==> config.mk <==
export PLATFORM = sky130hd
export DESIGN_NAME = ssr_status
export DESIGN_NICKNAME = d
export VERILOG_FILES = /design/src/shared/ssr_pkg.sv /design/src/ssr_crc8.sv /design/src/ssr_status.sv
export VERILOG_INCLUDE_DIRS = /design/src /design/src/shared
export SDC_FILE = /design/constraint.sdc
export NUM_CORES = 1
export LEC_CHECK = 0
export BUFFER_PORTS_ARGS = -buffer_cell sky130_fd_sc_hd__buf_4
export CELL_PAD_IN_SITES_DETAIL_PLACEMENT = 1
export CELL_PAD_IN_SITES_GLOBAL_PLACEMENT = 1
export CORE_UTILIZATION = 37
export CTS_CLUSTER_DIAMETER = 30
export DETAILED_ROUTE_END_ITERATION = 10
export PLACE_DENSITY = 0.82
export SLEW_MARGIN = 10
export SYNTH_ARGS = -nofsm -noshare
export SYNTH_HDL_FRONTEND = slang
export SYNTH_SLANG_ARGS = --single-unit
==> constraint.sdc <==
create_clock -name clk_sys_i -period 1.9 [get_ports clk_sys_i]
set_clock_uncertainty 0.2 [all_clocks]
set_input_delay 0.285 -clock clk_sys_i [delete_from_list [all_inputs] [get_ports clk_sys_i]]
set_output_delay 0.285 -clock clk_sys_i [all_outputs]
set_load 0.03 [all_outputs]
==> src/shared/ssr_cfg.svh <==
// Constants for the sensor status word block
`ifndef SSR_CFG_SVH
`define SSR_CFG_SVH

// ----------------------------------------------------------------
// Command codes
// ----------------------------------------------------------------
`define SSR_CMD_CLEAR     16'h3041  // Clear sticky status flags

// ----------------------------------------------------------------
// Status word layout
// ----------------------------------------------------------------
`define SSR_STATUS_W      16        // Width of the status word
`define SSR_BIT_ALERT     15        // Alert pending
`define SSR_BIT_HEATER    13        // Heater on
`define SSR_BIT_TRACK     10        // Temperature tracking alert
`define SSR_BIT_RESET     4         // System reset detected
`define SSR_BIT_CMD_ERR   1         // Last command not processed
`define SSR_BIT_CRC_ERR   0         // Last write checksum failed

// ----------------------------------------------------------------
// Reset values of the flags
// ----------------------------------------------------------------
`define SSR_RST_ALERT     1'h1      // Alert pending after reset
`define SSR_RST_TRACK     1'h0      // No tracking alert after reset
`define SSR_RST_RESET     1'h1      // Reset detected after reset
`define SSR_RST_CMD_ERR   1'h0      // Command status after reset
`define SSR_RST_CRC_ERR   1'h0      // Checksum status after reset
`define SSR_RST_HEATER    1'h0      // Heater shown off after reset

// ----------------------------------------------------------------
// Checksum parameters
// ----------------------------------------------------------------
`define SSR_CRC_POLY      8'h31     // x^8 + x^5 + x^4 + 1
`define SSR_CRC_INIT      8'hff     // Start value of the checksum
`define SSR_CRC_GOOD      8'h00     // Residue over data plus checksum

`endif

==> src/shared/ssr_pkg.sv <==
// Types and checksum function for the sensor status word block
`include "ssr_cfg.svh"

package ssr_pkg;

  // --------------------------------------------------------------
  // Status word as seen by the bus controller
  // --------------------------------------------------------------
  typedef struct packed {
    logic       alert;     // At least one alert pending
    logic       rsvd14;    // Reads zero
    logic       heater;    // Heater on
    logic [1:0] rsvd12;    // Reads zero
    logic       track;     // Tracking alert
    logic [4:0] rsvd9;     // Undefined, driven zero
    logic       reset;     // Reset detected
    logic [1:0] rsvd3;     // Reads zero
    logic       cmd_err;   // Last command not processed
    logic       crc_err;   // Last write checksum failed
  } ssr_status_t;

  // --------------------------------------------------------------
  // Command handed on to the rest of the sensor
  // --------------------------------------------------------------
  typedef struct packed {
    logic [15:0] code;     // Command code
    logic        has_data; // Data word came with it
    logic [15:0] data;     // Checked data word
  } ssr_cmd_t;

  // --------------------------------------------------------------
  // Receive position inside one write transfer
  // --------------------------------------------------------------
  typedef enum logic [2:0] {
    RX_CMD_HI,
    RX_CMD_LO,
    RX_DAT_HI,
    RX_DAT_LO,
    RX_CRC,
    RX_FULL,
    RX_OVER
  } ssr_rx_state_t;

  // --------------------------------------------------------------
  // One byte of the CRC-8, MSB first, no reflection
  // --------------------------------------------------------------
  function automatic logic [7:0] ssr_crc8_byte(input logic [7:0] crc,
                                               input logic [7:0] data);
    logic [7:0] c;
    c = crc ^ data;
    for (int i = 0; i < 8; i++) begin
      c = c[7] ? ((c << 1) ^ `SSR_CRC_POLY) : (c << 1);
    end
    return c;
  endfunction : ssr_crc8_byte

endpackage : ssr_pkg

==> src/ssr_crc8.sv <==
// Running CRC-8 over the protected bytes of a write transfer
`timescale 1ns/1ps
`include "ssr_cfg.svh"

module ssr_crc8 (
  input  wire logic       clk_sys_i,  // System clock
  input  wire logic       rst_n_i,    // Synchronous reset, active low
  input  wire logic       start_i,    // Restart at the init value
  input  wire logic       upd_i,      // Fold in one byte
  input  wire logic [7:0] byte_i,     // Byte to fold in
  output logic      [7:0] crc_o       // Current remainder
);

  // ----------------------------------------------------------------
  // Remainder register
  // ----------------------------------------------------------------
  logic [7:0] crc_d;  // Next remainder
  logic [7:0] crc_q;  // Current remainder

  // Restart wins over an update in the same cycle
  always_comb begin
    crc_d = crc_q;
    if (start_i) begin
      crc_d = `SSR_CRC_INIT;
    end else if (upd_i) begin
      crc_d = ssr_pkg::ssr_crc8_byte(crc_q, byte_i);
    end
  end

  // Register only
  always_ff @(posedge clk_sys_i) begin
    if (!rst_n_i) begin
      crc_q <= `SSR_CRC_INIT;
    end else begin
      crc_q <= crc_d;
    end
  end

  assign crc_o = crc_q;

endmodule : ssr_crc8

==> src/ssr_status.sv <==
// Sensor status word with its clear command and write checksum check
`timescale 1ns/1ps
`include "ssr_cfg.svh"

module ssr_status (
  input  wire logic              clk_sys_i,     // System clock
  input  wire logic              rst_n_i,       // Hard reset, active low
  // Write transfer bytes from the bus target front end
  input  wire logic              xfer_start_i,  // Write header taken
  input  wire logic              byte_vld_i,    // One write byte taken
  input  wire logic [7:0]        byte_i,        // Write byte
  input  wire logic              xfer_stop_i,   // Write transfer ended
  input  wire logic              cmd_known_i,   // Code is a known command
  // Events from the rest of the sensor
  input  wire logic              alert_pend_i,  // Some alert pending
  input  wire logic              track_alert_i, // Tracking alert event
  input  wire logic              soft_reset_i,  // Soft reset executed
  input  wire logic              supply_fail_i, // Supply failure seen
  input  wire logic              heater_on_i,   // Heater state
  // Results
  output ssr_pkg::ssr_status_t   status_o,      // Status word
  output logic                   cmd_vld_o,     // Command pulse
  output ssr_pkg::ssr_cmd_t      cmd_o          // Accepted command
);

  // ----------------------------------------------------------------
  // Declarations
  // ----------------------------------------------------------------
  ssr_pkg::ssr_rx_state_t rx_d;        // Next receive position
  ssr_pkg::ssr_rx_state_t rx_q;        // Receive position
  logic [15:0]            code_d;      // Next command code
  logic [15:0]            code_q;      // Command code
  logic [15:0]            data_d;      // Next data word
  logic [15:0]            data_q;      // Data word
  logic                   crc_start;   // Restart the checksum
  logic                   crc_upd;     // Fold the byte in
  logic [7:0]             crc_rem;     // Checksum remainder

  logic                   alert_d;     // Next alert pending flag
  logic                   alert_q;     // Alert pending flag
  logic                   track_d;     // Next tracking alert flag
  logic                   track_q;     // Tracking alert flag
  logic                   rst_det_d;   // Next reset detected flag
  logic                   rst_det_q;   // Reset detected flag
  logic                   cmd_err_d;   // Next command status
  logic                   cmd_err_q;   // Command status
  logic                   crc_err_d;   // Next checksum status
  logic                   crc_err_q;   // Checksum status
  logic                   heater_d;    // Next heater bit

  logic                   end_cmd;     // Plain command ended
  logic                   end_data;    // Command with data ended
  logic                   end_bad;     // Malformed transfer ended
  logic                   crc_ok;      // Remainder shows a match
  logic                   do_clear;    // Clear command executes
  logic                   cmd_vld_d;   // Next command pulse
  logic                   cmd_vld_q;   // Command pulse
  ssr_pkg::ssr_cmd_t      cmd_d;       // Next command output
  ssr_pkg::ssr_cmd_t      cmd_q;       // Command output
  ssr_pkg::ssr_status_t   status_d;    // Next status word
  ssr_pkg::ssr_status_t   status_q;    // Status word

  // ----------------------------------------------------------------
  // Checksum over data bytes and the checksum byte
  // ----------------------------------------------------------------
  // Restart on the header, fold in bytes three to five
  assign crc_start = xfer_start_i;
  assign crc_upd   = byte_vld_i && !xfer_start_i &&
                     (rx_q == ssr_pkg::RX_DAT_HI ||
                      rx_q == ssr_pkg::RX_DAT_LO ||
                      rx_q == ssr_pkg::RX_CRC);

  ssr_crc8 u_crc (
    .clk_sys_i (clk_sys_i),
    .rst_n_i   (rst_n_i),
    .start_i   (crc_start),
    .upd_i     (crc_upd),
    .byte_i    (byte_i),
    .crc_o     (crc_rem)
  );

  // Data plus a matching checksum leaves a zero remainder
  assign crc_ok = (crc_rem == `SSR_CRC_GOOD);

  // ----------------------------------------------------------------
  // Byte collection inside one write transfer
  // ----------------------------------------------------------------
  // Next position and captured code and data
  always_comb begin
    rx_d   = rx_q;
    code_d = code_q;
    data_d = data_q;
    if (xfer_start_i) begin
      // New header restarts the count
      rx_d = ssr_pkg::RX_CMD_HI;
    end else if (byte_vld_i) begin
      unique case (rx_q)
        ssr_pkg::RX_CMD_HI: begin
          code_d[15:8] = byte_i;
          rx_d         = ssr_pkg::RX_CMD_LO;
        end
        ssr_pkg::RX_CMD_LO: begin
          code_d[7:0] = byte_i;
          rx_d        = ssr_pkg::RX_DAT_HI;
        end
        ssr_pkg::RX_DAT_HI: begin
          data_d[15:8] = byte_i;
          rx_d         = ssr_pkg::RX_DAT_LO;
        end
        ssr_pkg::RX_DAT_LO: begin
          data_d[7:0] = byte_i;
          rx_d        = ssr_pkg::RX_CRC;
        end
        ssr_pkg::RX_CRC: begin
          rx_d = ssr_pkg::RX_FULL;
        end
        ssr_pkg::RX_FULL,
        ssr_pkg::RX_OVER: begin
          // Excess bytes spoil the transfer
          rx_d = ssr_pkg::RX_OVER;
        end
        default: begin
          rx_d = ssr_pkg::RX_OVER;
        end
      endcase
    end
  end

  // Register only
  always_ff @(posedge clk_sys_i) begin
    if (!rst_n_i) begin
      rx_q   <= ssr_pkg::RX_CMD_HI;
      code_q <= 16'h0000;
      data_q <= 16'h0000;
    end else begin
      rx_q   <= rx_d;
      code_q <= code_d;
      data_q <= data_d;
    end
  end

  // ----------------------------------------------------------------
  // End of transfer decode
  // ----------------------------------------------------------------
  // Stop with no bytes is ignored; a start in the same cycle wins
  assign end_cmd  = xfer_stop_i && !xfer_start_i &&
                    rx_q == ssr_pkg::RX_DAT_HI;
  assign end_data = xfer_stop_i && !xfer_start_i &&
                    rx_q == ssr_pkg::RX_FULL;
  assign end_bad  = xfer_stop_i && !xfer_start_i &&
                    (rx_q == ssr_pkg::RX_CMD_LO ||
                     rx_q == ssr_pkg::RX_DAT_LO ||
                     rx_q == ssr_pkg::RX_CRC    ||
                     rx_q == ssr_pkg::RX_OVER);
  // Clear takes no data word
  assign do_clear = end_cmd && code_q == `SSR_CMD_CLEAR;

  // ----------------------------------------------------------------
  // Status flags
  // ----------------------------------------------------------------
  // Sticky flags: a set in the clear cycle wins
  always_comb begin
    alert_d   = (alert_q && !do_clear) || alert_pend_i;
    track_d   = (track_q && !do_clear) || track_alert_i;
    rst_det_d = (rst_det_q && !do_clear) ||
                soft_reset_i || supply_fail_i;
    heater_d  = heater_on_i;
    cmd_err_d = cmd_err_q;
    crc_err_d = crc_err_q;
    if (end_cmd) begin
      // Plain command: known codes execute
      cmd_err_d = !(do_clear || cmd_known_i);
    end else if (end_data) begin
      // Data command needs a good checksum and a known code
      crc_err_d = !crc_ok;
      cmd_err_d = !(crc_ok && cmd_known_i);
    end else if (end_bad) begin
      // Wrong byte count cannot be processed
      cmd_err_d = 1'h1;
    end
  end

  // Register only; hard reset sets the reset flag
  always_ff @(posedge clk_sys_i) begin
    if (!rst_n_i) begin
      alert_q   <= `SSR_RST_ALERT;
      track_q   <= `SSR_RST_TRACK;
      rst_det_q <= `SSR_RST_RESET;
      cmd_err_q <= `SSR_RST_CMD_ERR;
      crc_err_q <= `SSR_RST_CRC_ERR;
    end else begin
      alert_q   <= alert_d;
      track_q   <= track_d;
      rst_det_q <= rst_det_d;
      cmd_err_q <= cmd_err_d;
      crc_err_q <= crc_err_d;
    end
  end

  // ----------------------------------------------------------------
  // Output registers
  // ----------------------------------------------------------------
  // Status word from the flags; reserved bits zero
  always_comb begin
    status_d          = '0;
    status_d.alert    = alert_d;
    status_d.heater   = heater_d;
    status_d.track    = track_d;
    status_d.reset    = rst_det_d;
    status_d.cmd_err  = cmd_err_d;
    status_d.crc_err  = crc_err_d;
  end

  // Hand on commands other than clear that executed
  always_comb begin
    cmd_vld_d     = 1'h0;
    cmd_d         = cmd_q;
    if (end_cmd && !do_clear && cmd_known_i) begin
      cmd_vld_d     = 1'h1;
      cmd_d.code    = code_q;
      cmd_d.has_data = 1'h0;
      cmd_d.data    = 16'h0000;
    end else if (end_data && crc_ok && cmd_known_i) begin
      cmd_vld_d     = 1'h1;
      cmd_d.code    = code_q;
      cmd_d.has_data = 1'h1;
      cmd_d.data    = data_q;
    end
  end

  // Register only; status reset value matches the flag resets
  always_ff @(posedge clk_sys_i) begin
    if (!rst_n_i) begin
      status_q         <= '0;
      status_q.alert   <= `SSR_RST_ALERT;
      status_q.reset   <= `SSR_RST_RESET;
      status_q.heater  <= `SSR_RST_HEATER;
      cmd_vld_q        <= 1'h0;
      cmd_q            <= '0;
    end else begin
      status_q         <= status_d;
      cmd_vld_q        <= cmd_vld_d;
      cmd_q            <= cmd_d;
    end
  end

  assign status_o  = status_q;
  assign cmd_vld_o = cmd_vld_q;
  assign cmd_o     = cmd_q;

endmodule : ssr_status

==> results.json, run 1 <==
{
  "status": "finished with violations",
  "violations": "negative setup slack",
  "synth_compound_area_share_pct": 11.7,
  "antenna_found_initial": 0,
  "nets": 494,
  "synth_common_cells": "83 x dfxtp_1, 44 x nand2_1, 36 x nor2b_1",
  "htree_levels": 3,
  "die_h_um": 101,
  "netlist_area_mm2": 0.00359,
  "fin_crit_sh_pct": 108,
  "hold_viol": 0,
  "setup-violations-final": 34,
  "path_clk_slew_ns": 0.09,
  "placed_cells": 578,
  "hpwlAfterDp_um": 6540,
  "ios": 69,
  "drc": 0,
  "clock.fmax_mhz": 487,
  "yosys.area_share.adder_pct": 0,
  "drive_above_1_share_pct": 36.9,
  "grt_busiest_layer": "met2",
  "path_class": "flip-flop to flip-flop",
  "ys_seq_area_share_pct": 46.3,
  "endpoint_kind": "flip-flop",
  "rows": 35,
  "ant_nets": 0,
  "yosysUniqueCellTypes": 44,
  "p_total_w": 0.00361,
  "drv_slew": 0,
  "antennaDiodeCount": 0,
  "clock-sinks": 83,
  "gr-usage-met2_pct": 37.0,
  "avgSynthCellArea_um2": 9.35,
  "die_area_mm2": 0.0101,
  "synth_top_area_share_pct": 46.3,
  "dr.pass1.iters": 4,
  "routed-via-count": 3183,
  "wire_per_inst_um": 20.1,
  "worst_ep_required_time_ns": 1.98,
  "fin_area_mm2": 0.00505,
  "worst_slew_pin_slew_ns": 0.497,
  "grt-ovfl-total": 0,
  "slew-limit-headroom_pct": 66.8,
  "ys_warn_count": 0,
  "cts_tree": "built",
  "synth-edff-count": 0,
  "yosys.area.top_type": "dfxtp_1",
  "finalWorstSetupSlack_ns": -0.154,
  "grt_max_degree": 57,
  "async_reset_ff_share_pct": 0,
  "fin_crit_ns": 2.05,
  "drt_iter0_drc": 108,
  "start_util_pct": 38.5,
  "synth-xor-area-share_pct": 5.02,
  "slowest_stage": "or4_4",
  "dpl_cell_area_mm2": 0.00431,
  "synth_mux_area_share_pct": 8.92,
  "cts_buffers": 9,
  "synthCells": 384,
  "power.density_mw_per_mm2": 714,
  "critPathLaunchType": "flip-flop",
  "grtUsageTotal_pct": 22.0,
  "layoutNonFillerInstCount": 609,
  "irDropWorstVdd_mv": 0.365,
  "portBuffers": 58,
  "grt_util_met1_pct": 27.9,
  "synth_top_family_by_area": "simple AND/OR/NAND/NOR gates",
  "viasPerCell": 5.23,
  "fillerInstances": 1027,
  "gp_congestion": 0.845,
  "die_x_um": 101,
  "crit_fanout": 15,
  "path_cells": "or4_4, nor2_4, and3_4, buf_12, nand2_1, a21oi_1",
  "synthTopCellsByArea": "dfxtp_1 46%, mux2i_1 8.9%, nor2b_1 6.3%",
  "rsz0062_at_grt": "true",
  "routed_wl_um": 12200,
  "clock_latency_ns": 0.36,
  "synthSimpleGateAreaFrac_pct": 21.2,
  "core_mm2": 0.00933,
  "ys_seq_elements": 83,
  "ys.flop_type": "dfxtp_1",
  "leakagePower_nw": 2.01,
  "cpPeakStageDelay_ns": 0.56,
  "utilization_pct": 54.1,
  "grt_pass1_wl_um": 16800,
  "arrival_ns": 2.13,
  "ctsRootBufferMaster": "clkbuf_8",
  "use_met3_pct": 3.68,
  "drv_cap": 0,
  "synth_most_common_cell": "dfxtp_1",
  "min_path_type": "input pin to flip-flop",
  "syn2layout_area_growth_pct": 40.6,
  "clk_path_buf_depth": 2,
  "grt_pass1_vias": 3145
}
## power by group
part | internal [W] | total (W) | leakage, nW | switching [W]
clock | 0.000752 | 0.00148 | 0.108 | 0.000725
sequential | 0.00175 | 0.00177 | 0.670 | 0.0000185
combinational | 0.000168 | 0.000357 | 1.23 | 0.000189
total | 0.00267 | 0.00361 | 2.01 | 0.000932
## registers in the layout, summed over array words and instances (netlist names)
name and count:
cmd_vld_o 1, u_crc.crc_o 8, status_o 6, code_q 16
rx_q 3, data_q 16, cmd_o 33
## critical path, delay by kind of cell, from the launching register on
kind	cells	cell delay, ns
AOI/OAI and AO/OA	1	0.22
buffers and inverters	1	0.18
DFF	1	0.34
and+or+nand+nor	4	1.03
## stage by stage
step | hold slack, ns | TNS [ns] | setup WS [ns]
after global routing | 0.0680 | -3.05 | -0.159
after global placement | 0.244 | -1.68 | -0.0742
final | 0.0578 | -2.03 | -0.154
after detailed placement | 0.250 | -3.95 | -0.158
after floorplan | 0.191 | 0 | 0.0824
after CTS | 0.0450 | -0.114 | -0.0600
## layout by cell type (no fill, tap or decap), types with 3 or more instances in the layout
cell / count
nor2_1: 8
buf_4: 90
mux2i_1: 32
o21ai_2: 3
conb_1: 10
nor2b_1: 35
nand2b_1: 4
a21oi_2: 5
and3_1: 3
o21ai_0: 4
o21ai_1: 12
dfxtp_1: 80
buf_6: 6
o211ai_1: 3
nand2_1: 38
a21oi_1: 17
nand2_2: 4
xnor2_4: 3
buf_12: 4
dfxtp_2: 3
nand3b_1: 3
nand3_1: 6
nor3_1: 6
clkbuf_8: 9
dlygate4sd3_1: 6
xnor2_1: 10
a21boi_1: 14
a21boi_2: 3
nand3_2: 14
## cell type report
cell class	count	area, µm²	area share [%]
clock buffers	9	124	2.45
multi-input cells	271	2020	40.1
well taps	129	161	3.20
repair buffers	110	976	19.3
clock inverters	7	100	1.98
flip-flops and latches	83	1670	33.0
## logic make-up after synthesis
logic type	Yosys count
multiplexers	32
buffers and inverters	39
XOR/XNOR	18
other	1
AND/OR/NAND/NOR	142
flip-flops	83
AO/OA/AOI/OAI	69
## per-layer routing
layer  routed length [µm]  up-vias
met5                    0        -
met1                 5130     1578
met3                  473       36
li1                     -     1475
met2                 6130       94
met4                  488        0
## repair_timing
item / in CTS / in global routing
pin swaps: 10 / 17
gates cloned: 1 / 3
endpoints found under the setup margin: 41 / 50
hold endpoints to repair: 5 / 0
buffers inserted: 4 / 2
gates resized for setup: 25 / 53
hold buffers: 6 / 0
## path summary, 6_finish.rpt
check                           cells after the start            from  slack, ns        end
worst max-delay path                                6  u_crc.crc_o[3]      -0.15  cmd_o[15]
worst min-delay path                                3       byte_i[5]       0.06  code_q[5]
worst max register to register                      6  u_crc.crc_o[3]      -0.15  cmd_o[15]
worst min register to register                      2       cmd_o[23]       0.26  cmd_o[23]
Power figures use the tool's default switching activity.
==> run 2: changes to the inputs <==
Settings changed: CORE_ASPECT_RATIO from default to 1.1.
==> results.json, run 2 (synthesized netlist as in run 1, its figures left out) <==
{
  "status": "finished with violations",
  "violations": "negative setup slack",
  "endpoint_kind": "flip-flop",
  "start_util_pct": 38.2,
  "grt_max_degree": 51,
  "die_x_um": 95.9,
  "worst_ep_required_time_ns": 1.95,
  "min_path_type": "input pin to flip-flop",
  "grt-ovfl-total": 0,
  "final_cell_mix": "92 x buf_4, 79 x dfxtp_1, 41 x nand2_1, 35 x nor2b_1, 32 x mux2i_1",
  "clkPwrFrac_pct": 36.1,
  "hpwlAfterDp_um": 6470,
  "die_h_um": 105,
  "antenna_found_initial": 0,
  "pre_cts_slack_ns": -0.146,
  "core_mm2": 0.00940,
  "finalWorstSetupSlack_ns": -0.165,
  "final_common_cell": "buf_4",
  "crit_fanout": 13,
  "fin_area_mm2": 0.00481,
  "gp_congestion": 0.838,
  "drive_above_1_share_pct": 32.0,
  "p_switching_w": 0.000905,
  "largest_register_ffs": 33,
  "syn2layout_area_growth_pct": 34.0,
  "clock_latency_ns": 0.37,
  "clock-sinks": 83,
  "path_clk_slew_ns": 0.09,
  "drt_iter0_drc": 110,
  "die_area_mm2": 0.0101,
  "p_int_w": 0.00241,
  "path_class": "flip-flop to flip-flop",
  "seqPwrFrac_pct": 53.4,
  "grt_pass1_vias": 3016,
  "cts_tree": "built",
  "power_frac_comb_pct": 10.5,
  "placed_cells": 568,
  "setup-violations-final": 40,
  "viasPerCell": 5.26,
  "ios": 69,
  "clock.fmax_mhz": 484,
  "rsz0062_at_grt": "true",
  "hold_viol": 0,
  "p_sw_share_pct": 27.3,
  "layoutNonFillerInstCount": 599,
  "grt_pass1_wl_um": 15000,
  "irDropWorstVdd_mv": 0.326,
  "p_total_w": 0.00331,
  "wire_per_inst_um": 18.8,
  "htree_levels": 3,
  "routed-via-count": 3149,
  "antennaDiodeCount": 0,
  "fillerInstances": 1072,
  "power.density_mw_per_mm2": 688,
  "ant_nets": 0,
  "drv_slew": 0,
  "portBuffers": 58,
  "fin_crit_sh_pct": 109,
  "nets": 496,
  "dr.pass1.iters": 4,
  "cts_buffers": 9,
  "ctsRootBufferMaster": "clkbuf_8",
  "drv_cap": 0,
  "clk_path_buf_depth": 2,
  "rows": 37,
  "hold_ws_ns": 0.0551,
  "critPathLaunchType": "flip-flop",
  "drc": 0,
  "fin_crit_ns": 2.07,
  "routed_wl_um": 11200,
  "leakagePower_nw": 1.95,
  "dpl_cell_area_mm2": 0.00431,
  "grtUsageTotal_pct": 19.5,
  "arrival_ns": 2.11
}
[run 2: power by group through the flow]
stage	Clock (W)	Combinational, W	Sequential, W
floorplan	0	0.000188	0.00180
global placement	0	0.000274	0.00181
detailed placement	0	0.000280	0.00181
CTS	0.00119	0.000301	0.00177
global route	0.00129	0.000366	0.00177
finish	0.00120	0.000346	0.00177
[run 2: final timing paths]
path / cells after the start / from / to / slack (ns)
hold reg to reg: 2 / data_q[14] / cmd_o[14] / 0.26
setup reg to reg: 6 / code_q[13] / cmd_o[26] / -0.17
setup / recovery: 6 / code_q[13] / cmd_o[26] / -0.17
hold / removal: 3 / byte_i[5] / data_q[5] / 0.06
[run 2: per-layer routing]
metal | track usage [%] | vias up | part of all wire, %
met1 | 24.6 | 1546 | 41
li1 | - | 1478 | -
met5 | 0 | - | 0
met4 | 6.93 | 0 | 3.7
met3 | 4.18 | 33 | 3.4
met2 | 32.4 | 92 | 52
[run 2: worst max-delay path, cell delays in order, from the launching register on]
cell and delay (ns):
dfxtp_1 0.38, nor4bb_1 0.40, nand4_1 0.23, and3_1 0.28, buf_12 0.16, o21ai_1 0.18
a21boi_1 0.10
[run 2: what timing repair did]
item                                    CTS  global route
cloned                                    0             4
endpoints found under the setup margin   39            45
hold endpoints to repair                  5             0
buffers inserted                          2             2
hold buffers                              7             0
pin swaps                                17            23
resized for setup                         6            33
[run 2: cell type report]
cell class	count	area, µm²	area share (%)
multi-input combinational	272	1860	38.7
sequential	83	1670	34.6
timing repair buffer	111	958	19.9
tap	117	146	3.04
clock buffer	10	128	2.65
clock inverter	6	50.0	1.04
[run 2: stage by stage]
stage / utilization (%) / setup TNS (ns)
CTS: 48.9 / -0.229
global route: 51.2 / -8.89
global placement: 45.8 / -1.90
floorplan: - / 0
detailed placement: 45.8 / -3.85
finish: 51.2 / -3.00
==> run 3: changes to the inputs <==
Settings changed: SKIP_LAST_GASP from default to 1.
==> results.json, run 3 (synthesized netlist as in run 1, its figures left out) <==
{
  "status": "finished with violations",
  "violations": "negative setup slack",
  "cts_buffers": 9,
  "drt_iter0_drc": 113,
  "layoutNonFillerInstCount": 599,
  "grt_pass1_wl_um": 15000,
  "clock.fmax_mhz": 495,
  "timing.rr.end": "status_o[1]",
  "routed_wl_um": 11000,
  "cts_tree": "built",
  "syn2layout_area_growth_pct": 34.4,
  "setup-violations-final": 31,
  "largest_register_ffs": 33,
  "antennaDiodeCount": 0,
  "fin_crit_ns": 2.02,
  "path_clk_slew_ns": 0.09,
  "final_common_cell": "buf_4",
  "core_mm2": 0.00940,
  "leakagePower_nw": 1.97,
  "grt_max_degree": 51,
  "clock_latency_ns": 0.37,
  "routed-via-count": 3103,
  "grt_pass1_vias": 3021,
  "endpoint_kind": "flip-flop",
  "drc": 0,
  "cp-endpoint": "status_o[1]",
  "worst_ep_required_time_ns": 1.95,
  "clock-sinks": 83,
  "die_h_um": 105,
  "portBuffers": 58,
  "ios": 69,
  "crit_fanout": 4,
  "dr.pass1.iters": 4,
  "grt_util_met1_pct": 24.6,
  "path_class": "flip-flop to flip-flop",
  "crit_start": "u_crc.crc_o[4]",
  "gr-usage-met2_pct": 32.4,
  "hold_ws_ns": 0.0698,
  "cpPeakStageDelay_ns": 0.54,
  "min_path_type": "input pin to flip-flop",
  "r2r_start": "u_crc.crc_o[4]",
  "ant_nets": 0,
  "antenna_found_initial": 0,
  "hpwlAfterDp_um": 6470,
  "finalWorstSetupSlack_ns": -0.120,
  "arrival_ns": 2.07,
  "start_util_pct": 38.2,
  "grt-ovfl-total": 0,
  "die_area_mm2": 0.0101,
  "htree_levels": 3,
  "gp_congestion": 0.838,
  "utilization_pct": 51.4,
  "irDropWorstVdd_mv": 0.278,
  "rows": 37,
  "rrSetupSlack_ns": -0.12,
  "wire_per_inst_um": 18.4,
  "critPathLaunchType": "flip-flop",
  "hold_viol": 0,
  "drive_above_1_share_pct": 32.8,
  "final_cell_mix": "93 x buf_4, 80 x dfxtp_1, 39 x nand2_1, 35 x nor2b_1, 32 x mux2i_1",
  "die_x_um": 95.9,
  "power.density_mw_per_mm2": 685,
  "slowest_stage": "or4_4",
  "fin_area_mm2": 0.00483,
  "viasPerCell": 5.18,
  "drv_cap": 0,
  "path_cells": "or4_4, nor2_4, and3_2, o21ai_0, and3_1",
  "drv_slew": 0,
  "use_met3_pct": 4.18,
  "nets": 496,
  "grtUsageTotal_pct": 19.5,
  "pre_cts_slack_ns": -0.146,
  "placed_cells": 568,
  "rsz0062_at_grt": "true",
  "grt_busiest_layer": "met2",
  "ctsRootBufferMaster": "clkbuf_8",
  "reg2reg_depth": 5,
  "fin_crit_sh_pct": 106,
  "dpl_cell_area_mm2": 0.00431,
  "clk_path_buf_depth": 2
}
-- run 3: worst min-delay path by stage --
stage	startpoint	endpoint	slack, ns	depth (start not counted)
final	byte_i[5]	data_q[13]	0.07	3
after global routing	byte_i[4]	code_q[4]	0.08	3
after CTS	byte_i[5]	code_q[13]	0.04	3
after detailed placement	cmd_o[1]	cmd_o[1]	0.25	2
after global placement	cmd_o[4]	cmd_o[4]	0.24	2
after floorplan	alert_pend_i	status_o[15]	0.19	1
-- run 3: repair_timing --
action                                  CTS  global route
pin swaps                                 4            29
setup buffers                             2             2
gates cloned                              0             4
endpoints found under the hold margin     5             0
gates resized for setup                   5            39
endpoints found under the setup margin   39            45
hold buffers                              7             0
-- run 3: power by group --
part / total [W] / internal [W] / switching (W) / leakage [nW]
Combinational: 0.000340 / 0.000160 / 0.000180 / 1.21
Clock: 0.00120 / 0.000490 / 0.000710 / 0.0835
Sequential: 0.00177 / 0.00175 / 0.0000144 / 0.669
-- run 3: layout make-up --
class / count / area (µm²)
well taps: 117 / 146
clock inverters: 6 / 50.0
multi-input cells: 272 / 1880
flip-flops and latches: 83 / 1670
fillers: 1072 / 4570
repair buffers: 111 / 955
clock buffers: 10 / 128
-- run 3: layer usage --
layer / up-vias / part of all wire [%]
li1: 1479 / -
met4: 0 / 3.6
met2: 83 / 51
met5: - / 0
met1: 1511 / 42
met3: 30 / 3.4
-- run 3: metrics by stage --
step,power (W),setup TNS [ns]
global route,0.00342,-3.38
global placement,0.00208,-1.90
detailed placement,0.00209,-3.85
CTS,0.00326,-0.452
finish,0.00331,-1.24
floorplan,0.00199,0
-- run 3: worst max-delay path: cells and delay by family, from the launching register on --
family | cells | cell delay (ns)
AND/OR/NAND/NOR | 4 | 1.20
flip-flops | 1 | 0.33
AO/OA/AOI/OAI | 1 | 0.18
